$ cat src/include/pacr_defines.vh
// Register map, field positions and reset values of the port register bank.
// Assumes inclusion by the bank module, its properties and its bench; holds definitions alone.
`ifndef PACR_DEFINES_VH
`define PACR_DEFINES_VH

`define PACR_ADDR_ADV       5'h04
`define PACR_ADDR_LP_BASE   5'h05
`define PACR_ADDR_EXP       5'h06
`define PACR_ADDR_NP_TX     5'h07
`define PACR_ADDR_LP_NP     5'h08
`define PACR_ADDR_PORT_CFG  5'h10
`define PACR_ADDR_QSTAT     5'h11

// Writable masks; bits outside read as zero
`define PACR_ADV_WMASK      16'hAFFF
`define PACR_NP_TX_WMASK    16'hBFFF
`define PACR_CFG_WMASK      16'h7567

// Fixed parts of reset values; strap bits are merged into the advertise and config values
`define PACR_ADV_RST        16'h8001
`define PACR_NP_TX_RST      16'h2001
`define PACR_CFG_RST        16'h0104

`define PACR_ADV_PAUSE      10
`define PACR_ADV_ABIL_LO    5
`define PACR_ADV_ABIL_HI    8
`define PACR_SEL_HI         4
`define PACR_SEL_RSVD_LO    5'h00
`define PACR_SEL_RSVD_HI    5'h1F

`define PACR_CFG_FORCE_LINK 14
`define PACR_CFG_TX_DIS     13
`define PACR_CFG_SCR_BYP    12
`define PACR_CFG_JAB_DIS    10
`define PACR_CFG_LPBK_DIS   8
`define PACR_CFG_FIFO_BIG   6
`define PACR_CFG_PRE_EN     5
`define PACR_CFG_FEF_EN     2
`define PACR_CFG_ALT_NP     1
`define PACR_CFG_FIBER      0

`define PACR_EXP_BASE_PAGE  5
`define PACR_EXP_PD_FAULT   4
`define PACR_EXP_LP_NP_ABLE 3
`define PACR_EXP_NP_ABLE    2
`define PACR_EXP_PAGE_RX    1
`define PACR_EXP_LP_AN_ABLE 0

`define PACR_QS_100_MODE    14
`define PACR_QS_TX_ACTIVE   13

// Strap vector layout: fiber, pause, four ability bits
`define PACR_STRAP_W        6
`define PACR_STRAP_FIBER    5
`define PACR_STRAP_PAUSE    4
`define PACR_STRAP_ABIL_HI  3

`endif

$ cat src/logic/pacr_port_regs.v
// Per-port auto-negotiation and port configuration register bank.
// Assumes a management frame decoder on clk_in drives the access port,
// and the negotiation engine on clk_in drives the page and status inputs.
//
// Summary of operation
// - Next-page ability bit writable, resets one
// - Pause ability writable, reset from strap
// - Four ability bits writable, reset from straps
// - T4 advertise bit writable, resets zero
// - Selector resets 802.3; reserved codes refused
// - Partner base page read-only, resets zero
// - Base-page status shown only when alternate
// - Parallel fault latches; next-page-able always one
// - Page-received latches, clears on read/alternate
// - Next-page transmit fields writable, documented resets
// - Partner next page read-only, resets zero
// - Addresses nine, ten, fifteen unimplemented
// - Force link pass control bit
// - Twisted-pair transmitter disable bit
// - Scrambler and descrambler bypass bit
// - Jabber disable bit
// - Half-duplex loopback disable, resets one
// - Receive FIFO size select bit
// - Preamble enable moves RX_DV rise
// - Far-end-fault transmit enable, resets one
// - Fiber select reset from strap pin
// - Quick status mode and transmit bits
`timescale 1ns/10ps
`include "pacr_defines.vh"

module pacr_port_regs (
    input  wire        clk_in,                  // 250 MHz clock
    input  wire        srst_in,                 // Synchronous reset, high
    input  wire [4:0]  mgmt_addr_in,            // Register address
    input  wire        mgmt_wr_in,              // Write strobe, one cycle
    input  wire [15:0] mgmt_wdata_in,           // Write data
    input  wire        mgmt_rd_in,              // Read strobe, one cycle
    output reg  [15:0] mgmt_rdata_out,          // Read data, registered
    output reg         mgmt_rvalid_out,         // Read data valid pulse
    input  wire        fiber_strap_pin_in,      // Fiber strap pin
    input  wire        pause_strap_in,          // Pause strap pin
    input  wire [3:0]  ability_strap_in,        // Ability strap pins
    input  wire        base_page_rx_in,         // Base page received pulse
    input  wire        next_page_rx_in,         // Next page received pulse
    input  wire [15:0] partner_word_in,         // Received code word
    input  wire        parallel_fault_in,       // Parallel detect fault pulse
    input  wire        base_page_var_in,        // Engine base_page variable
    input  wire        mr_page_rx_in,           // Engine mr_page_rx variable
    input  wire        transmit_disable_var_in, // Engine transmit_disable
    input  wire        partner_np_able_in,      // Partner next page able
    input  wire        partner_an_able_in,      // Partner negotiation able
    input  wire        mode_100tx_in,           // Operating in 100BASE-TX
    input  wire        tx_active_in,            // Transmitting a packet
    output wire [15:0] adv_word_out,            // Advertised base page
    output wire [15:0] next_page_word_out,      // Next page to transmit
    output wire        force_link_pass_out,     // Force link pass state
    output wire        tp_tx_disable_out,       // Disable TP transmitter
    output wire        scrambler_bypass_out,    // Bypass scrambler
    output wire        jabber_disable_out,      // Disable jabber
    output wire        tp_loopback_disable_out, // Disable TP loopback
    output wire        fifo_large_out,          // 8 KB receive FIFO
    output wire        preamble_enable_out,     // RX_DV with preamble
    output wire        far_end_fault_en_out,    // Far-end fault enable
    output wire        alt_next_page_enable_out,// Alternate next page
    output wire        fiber_mode_out           // Fiber mode selected
);

    // Strap synchroniser; stage one feeds stage two only
    reg  [`PACR_STRAP_W-1:0] strap_s1_r;
    reg  [`PACR_STRAP_W-1:0] strap_s2_r;
    reg  [`PACR_STRAP_W-1:0] strap_s3_r;
    reg  [`PACR_STRAP_W-1:0] strap_f_r;
    wire [`PACR_STRAP_W-1:0] strap_raw;

    reg  [15:0] adv_r;
    reg  [15:0] np_tx_r;
    reg  [15:0] cfg_r;
    reg  [15:0] lp_base_r;
    reg  [15:0] lp_np_r;
    reg         pd_fault_r;
    reg         page_rx_r;

    reg  [15:0] adv_nxt;
    reg  [15:0] np_tx_nxt;
    reg  [15:0] cfg_nxt;
    reg  [15:0] lp_base_nxt;
    reg  [15:0] lp_np_nxt;
    reg         pd_fault_nxt;
    reg         page_rx_nxt;
    reg  [15:0] rd_nxt;
    wire        wr_adv;
    wire        wr_np;
    wire        wr_cfg;
    wire        rd_exp;
    wire        page_rx_set;
    wire        page_rx_clr;
    wire        pd_fault_clr;
    reg  [15:0] exp_word;
    reg  [15:0] qstat_word;
    reg  [15:0] adv_strap_rst;
    reg  [15:0] cfg_strap_rst;

    function addr_hit;
        input [4:0] addr;
        input [4:0] target;
        begin
            addr_hit = (addr == target);
        end
    endfunction

    function sel_reserved;
        input [4:0] sel;
        begin
            sel_reserved = (sel == `PACR_SEL_RSVD_LO) || (sel == `PACR_SEL_RSVD_HI);
        end
    endfunction

    assign strap_raw = {fiber_strap_pin_in, pause_strap_in, ability_strap_in};

    // Straps have no reset; the filter settles while reset is held
    // A strap change counts once stages two and three agree
    genvar gi;
    generate
        for (gi = 0; gi < `PACR_STRAP_W; gi = gi + 1) begin : g_strap
            always @(posedge clk_in) begin
                strap_s1_r[gi] <= strap_raw[gi];
                strap_s2_r[gi] <= strap_s1_r[gi];
                strap_s3_r[gi] <= strap_s2_r[gi];
                if (strap_s2_r[gi] == strap_s3_r[gi]) begin
                    strap_f_r[gi] <= strap_s3_r[gi];
                end
            end
        end
    endgenerate

    assign wr_adv = mgmt_wr_in && addr_hit(mgmt_addr_in, `PACR_ADDR_ADV);
    assign wr_np  = mgmt_wr_in && addr_hit(mgmt_addr_in, `PACR_ADDR_NP_TX);
    assign wr_cfg = mgmt_wr_in && addr_hit(mgmt_addr_in, `PACR_ADDR_PORT_CFG);
    assign rd_exp = mgmt_rd_in && addr_hit(mgmt_addr_in, `PACR_ADDR_EXP);

    always @* begin
        adv_strap_rst                                      = `PACR_ADV_RST;
        adv_strap_rst[`PACR_ADV_PAUSE]                     = strap_f_r[`PACR_STRAP_PAUSE];
        adv_strap_rst[`PACR_ADV_ABIL_HI:`PACR_ADV_ABIL_LO] = strap_f_r[`PACR_STRAP_ABIL_HI:0];
    end

    always @* begin
        cfg_strap_rst                  = `PACR_CFG_RST;
        cfg_strap_rst[`PACR_CFG_FIBER] = strap_f_r[`PACR_STRAP_FIBER];
    end

    // reserved selector write keeps old code
    always @* begin
        adv_nxt = adv_r;
        if (wr_adv) begin
            adv_nxt = mgmt_wdata_in & `PACR_ADV_WMASK;
            if (sel_reserved(mgmt_wdata_in[`PACR_SEL_HI:0])) begin
                adv_nxt[`PACR_SEL_HI:0] = adv_r[`PACR_SEL_HI:0];
            end
        end
    end

    always @* begin
        np_tx_nxt = np_tx_r;
        if (wr_np) begin
            np_tx_nxt = mgmt_wdata_in & `PACR_NP_TX_WMASK;
        end
    end

    always @* begin
        cfg_nxt = cfg_r;
        if (wr_cfg) begin
            cfg_nxt = mgmt_wdata_in & `PACR_CFG_WMASK;
        end
    end

    always @(posedge clk_in) begin
        if (srst_in) begin
            adv_r <= adv_strap_rst;
        end else begin
            adv_r <= adv_nxt;
        end
    end

    always @(posedge clk_in) begin
        if (srst_in) begin
            np_tx_r <= `PACR_NP_TX_RST;
        end else begin
            np_tx_r <= np_tx_nxt;
        end
    end

    // Loads the filtered strap on every reset cycle
    always @(posedge clk_in) begin
        if (srst_in) begin
            cfg_r <= cfg_strap_rst;
        end else begin
            cfg_r <= cfg_nxt;
        end
    end

    always @* begin
        lp_base_nxt = lp_base_r;
        lp_np_nxt   = lp_np_r;
        if (base_page_rx_in) begin
            lp_base_nxt = partner_word_in;
        end
        if (next_page_rx_in) begin
            lp_np_nxt = partner_word_in;
        end
    end

    always @(posedge clk_in) begin
        if (srst_in) begin
            lp_base_r <= 16'h0000;
            lp_np_r   <= 16'h0000;
        end else begin
            lp_base_r <= lp_base_nxt;
            lp_np_r   <= lp_np_nxt;
        end
    end

    assign page_rx_set  = base_page_rx_in || next_page_rx_in;
    assign page_rx_clr  = rd_exp || (cfg_r[`PACR_CFG_ALT_NP] && (!mr_page_rx_in || transmit_disable_var_in));
    assign pd_fault_clr = rd_exp;

    // fault latches until read; set wins
    always @* begin
        pd_fault_nxt = pd_fault_r;
        page_rx_nxt  = page_rx_r;
        if (pd_fault_clr) begin
            pd_fault_nxt = 1'b0;
        end
        if (parallel_fault_in) begin
            pd_fault_nxt = 1'b1;
        end
        if (page_rx_clr) begin
            page_rx_nxt = 1'b0;
        end
        if (page_rx_set) begin
            page_rx_nxt = 1'b1;
        end
    end

    always @(posedge clk_in) begin
        if (srst_in) begin
            pd_fault_r <= 1'b0;
            page_rx_r  <= 1'b0;
        end else begin
            pd_fault_r <= pd_fault_nxt;
            page_rx_r  <= page_rx_nxt;
        end
    end

    // base page only when alternate on
    always @* begin
        exp_word                       = 16'h0000;
        exp_word[`PACR_EXP_BASE_PAGE]  = cfg_r[`PACR_CFG_ALT_NP] & base_page_var_in;
        exp_word[`PACR_EXP_PD_FAULT]   = pd_fault_r;
        exp_word[`PACR_EXP_LP_NP_ABLE] = partner_np_able_in;
        exp_word[`PACR_EXP_NP_ABLE]    = 1'b1;
        exp_word[`PACR_EXP_PAGE_RX]    = page_rx_r;
        exp_word[`PACR_EXP_LP_AN_ABLE] = partner_an_able_in;
    end

    always @* begin
        qstat_word                     = 16'h0000;
        qstat_word[`PACR_QS_100_MODE]  = mode_100tx_in;
        qstat_word[`PACR_QS_TX_ACTIVE] = tx_active_in;
    end

    always @* begin
        case (mgmt_addr_in)
            `PACR_ADDR_ADV:      rd_nxt = adv_r;
            `PACR_ADDR_LP_BASE:  rd_nxt = lp_base_r;
            `PACR_ADDR_EXP:      rd_nxt = exp_word;
            `PACR_ADDR_NP_TX:    rd_nxt = np_tx_r;
            `PACR_ADDR_LP_NP:    rd_nxt = lp_np_r;
            `PACR_ADDR_PORT_CFG: rd_nxt = cfg_r;
            `PACR_ADDR_QSTAT:    rd_nxt = qstat_word;
            default:             rd_nxt = 16'h0000;
        endcase
    end

    always @(posedge clk_in) begin
        if (srst_in) begin
            mgmt_rvalid_out <= 1'b0;
        end else begin
            mgmt_rvalid_out <= mgmt_rd_in;
        end
    end

    // Data holds until the next read so a slow master can take it late
    always @(posedge clk_in) begin
        if (srst_in) begin
            mgmt_rdata_out <= 16'h0000;
        end else if (mgmt_rd_in) begin
            mgmt_rdata_out <= rd_nxt;
        end
    end

    assign adv_word_out       = adv_r;
    assign next_page_word_out = np_tx_r;

    assign force_link_pass_out      = cfg_r[`PACR_CFG_FORCE_LINK];
    assign tp_tx_disable_out        = cfg_r[`PACR_CFG_TX_DIS];
    assign scrambler_bypass_out     = cfg_r[`PACR_CFG_SCR_BYP];
    assign jabber_disable_out       = cfg_r[`PACR_CFG_JAB_DIS];
    assign tp_loopback_disable_out  = cfg_r[`PACR_CFG_LPBK_DIS];
    assign fifo_large_out           = cfg_r[`PACR_CFG_FIFO_BIG];
    assign preamble_enable_out      = cfg_r[`PACR_CFG_PRE_EN];
    assign far_end_fault_en_out     = cfg_r[`PACR_CFG_FEF_EN];
    assign alt_next_page_enable_out = cfg_r[`PACR_CFG_ALT_NP];
    assign fiber_mode_out           = cfg_r[`PACR_CFG_FIBER];

endmodule

$ cat config.mk
export PLATFORM = sky130hd
export DESIGN_NAME = pacr_port_regs
export DESIGN_NICKNAME = d
export VERILOG_FILES = /design/src/logic/pacr_port_regs.v
export VERILOG_INCLUDE_DIRS = /design/src /design/src/include
export SDC_FILE = /design/constraint.sdc
export NUM_CORES = 1
export LEC_CHECK = 0
export BUFFER_PORTS_ARGS = -buffer_cell sky130_fd_sc_hd__buf_2
export CAP_MARGIN = 20
export CORE_UTILIZATION = 47
export CTS_CLUSTER_SIZE = 30
export DETAILED_ROUTE_END_ITERATION = 10
export PLACE_DENSITY = 0.75
export SETUP_SLACK_MARGIN = 0.4
export SYNTH_ARGS = -nofsm -noshare
export SYNTH_HDL_FRONTEND = slang
export SYNTH_SLANG_ARGS = --single-unit
$ cat constraint.sdc
create_clock -name clk_in -period 1.7 [get_ports clk_in]
set_clock_uncertainty 0.2 [all_clocks]
set_input_delay 0.17 -clock clk_in [delete_from_list [all_inputs] [get_ports clk_in]]
set_output_delay 0.17 -clock clk_in [all_outputs]
set_load 0.01 [all_outputs]
==> results.yml <==
status:
  status: "complete, but fails checks"
  violations: "hold timing"
routing:
  routed_via_density: 5.84
  ant_nets: 0
  dr.first_iter.drc_count: 368
  wl_per_cell_um: 21.1
  wl_met2_mm: 8.29
  firstDrtPassIters: 5
  wl_met3_mm: 1.78
  drc: 0
  wl_mm: 17.1
  wl_met1_mm: 6.17
  highest_layer: "met4"
  vias: 4727
die:
  core-area_mm2: 0.00928
  die_w_um: 100
  io_pins: 116
  dieArea_mm2: 0.0100
  start_util_pct: 48.7
  rows: 35
  die_h_um: 100
critical_path:
  reg2regPathDepth: 3
  arrival_ps: 1770
  worstSetupPathType: "input port to register"
  start_kind: "input port"
  end_kind: "register"
  r2r-end: "mgmt_rdata_out[0]$_SDFFE_PP0P_"
  startpoint: "srst_in"
  required_ps: 1870
  ff2ff_setup_slack_ps: 120
  crit_fanout: 51
  rr_startpoint: "next_page_word_out[0]$_SDFFE_PP1P_"
layout:
  fin_util_pct: 79.5
  instances_no_fill: 810
  drive_gt1_share_pct: 45.1
  area_delta_synth_final_pct: 63.4
  diodes: 0
  nets: 725
  fillers: 525
grt:
  antenna_found_initial: 0
  overflow: 0
  grt_pass1_wl_mm: 22.5
  grt_max_degree: 74
  first_global_vias: 4448
  grt.total_usage_pct: 29.9
sta:
  rsz0062_at_grt: "true"
  fmax_mhz: 625
  maxSlewViolCount: 0
  hold_viol_final: 38
  worst_pin_slew_ps: 673
  slew_headroom_pct: 55.0
  finalCriticalPeriod_ps: 1600
  finalSetupViolations: 0
  whs_ps: -162
  period_share_pct: 94.1
cts:
  root_buffer: "clkbuf_8"
  cts_tree: "built"
  htree_levels: 4
  cts_buffer_depth: 2
  cts_sinks: 114
  clock_latency_ps: 520
  numCtsBuffers: 17
  path_clk_slew_ps: 60
synthesis:
  ys_async_sr_fraction_pct: 0
  avgSynthCellArea_um2: 9.89
  yosysSeqAreaShare_pct: 53.1
  ys.flop_type: "dfxtp_1"
  synth.most_common_cell: "dfxtp_1"
  synth-edff-count: 12
  synthTopCellsByArea: "dfxtp_1 (45%), mux2i_1 (8.2%), edfxtp_1 (8.0%)"
  synth_commonest_cells: "dfxtp_1 (102), nand2_1 (75), nor2_1 (39), mux2i_1 (37), a21oi_1 (25)"
  synth.distinct_cells: 52
  yosys_warnings: 0
  syn_inst: 457
  synth-seq-cells: 114
  synth_area_mm2: 0.00452
  synth.top_cell.area_share_pct: 45.2
  netlist.top_cell.by_area: "dfxtp_1"
placed_design:
  dp_hpwl_mm: 8.94
  io_buffers: 112
  place_congestion: 0.878
  placed_cells: 700
pwr:
  ir_worst_vdd_mv: 0.742
  p_per_area_mw_per_mm2: 964
  p_leak_uw: 0.00314
worst_hold_path:
  hold_end: "mgmt_rdata_out[12]$_SDFFE_PP0P_"
  holdPathStages: 4
  min_path_type: "input port to register"
  holdCritStartpoint: "mgmt_rd_in"
run:
  max-cap-violations: 0
## cells in the final DEF, fill, tap and decap left out, types with 15 or more instances in the layout
cell            n
a21oi_1        24
dlygate4sd3_1  45
dfxtp_1        54
dfxtp_2        34
nor2_1         37
buf_2          63
buf_4          52
nand3_1        15
clkbuf_16      16
mux2i_1        36
nand2_1        72
buf_6          54
## worst max-delay path by stage
stage	end	slack (ps)
floorplan	adv_word_out[0]$_SDFFE_PP1P_	80
global placement	mgmt_rdata_out[10]$_SDFFE_PP0P_	-50
detailed placement	adv_word_out[5]$_DFFE_PP_	-100
CTS	mgmt_rdata_out[5]$_SDFFE_PP0P_	170
global route	mgmt_rdata_out[0]$_SDFFE_PP0P_	80
finish	lp_base_r[5]$_SDFFE_PP0P_	100
## timing repair
| action | in CTS | in global routing |
|---|---|---|
| resized for setup | 106 | 46 |
| hold endpoints to repair | 93 | 21 |
| hold buffers | 45 | 4 |
| cloned | 0 | 1 |
| buffers inserted | 22 | 6 |
| pin swaps | 11 | 10 |
| endpoints found under the setup margin | 66 | 83 |
## where the power goes
part / leakage (µW) / total [µW] / switching [µW] / internal, µW
clock network: 0.000272 / 3550 / 1330 / 2220
logic: 0.00189 / 686 / 345 / 342
registers: 0.000979 / 2880 / 69.1 / 2810
total: 0.00314 / 7120 / 1750 / 5370
## kinds of logic after synthesis
family | count (synthesis) | share of synthesized area, %
flops | 114 | 53.1
compound gates | 90 | 13.8
other cells | 1 | 0.0830
xor+xnor | 6 | 1.16
buf+inv | 41 | 4.32
simple gates | 160 | 16.1
mux | 45 | 11.4
## state kept, by name (all words and copies together) (netlist names)
signal and count:
adv_strap_rst 5, adv_word_out 14, cfg_r 10, cfg_strap_rst 1, lp_base_r 16, lp_np_r 16
mgmt_rdata_out 16, mgmt_rvalid_out 1, next_page_word_out 15, page_rx_r 1, pd_fault_r 1, strap_s1_r 6
strap_s2_r 6, strap_s3_r 6
## final cells by class
cell class,count,area (µm²),share of cell area (%)
sequential,114,2500,33.8
clock buffer,18,418,5.66
multi-input combinational,304,2180,29.5
tap,129,161,2.19
timing repair buffer,224,1930,26.2
clock inverter,14,164,2.22
inverter,7,27.5,0.373
## metrics by stage
step	cell area (µm²)	setup WS (ps)	total power, µW	setup TNS (ps)
2_1_floorplan	4780	80.8	3230	0
3_3_place_gp	5530	-55.0	3420	-272
3_5_place_dp	5530	-104	3440	-983
4_1_cts	7140	168	6980	0
5_1_grt	7380	77.6	7290	0
6_report	7380	99.9	7120	0
## worst max-delay path: stages
cell	delay (ps)
buf_2	130
buf_12	270
dlygate4sd3_1	1040
nor2_1	150
## layer usage
metal,up-vias,global-route usage [%]
li1,2035,-
met5,-,0
met4,0,12.5
met1,2227,35.1
met3,89,7.38
met2,376,52.1
Note: power is estimated with default switching activity, not from simulation.
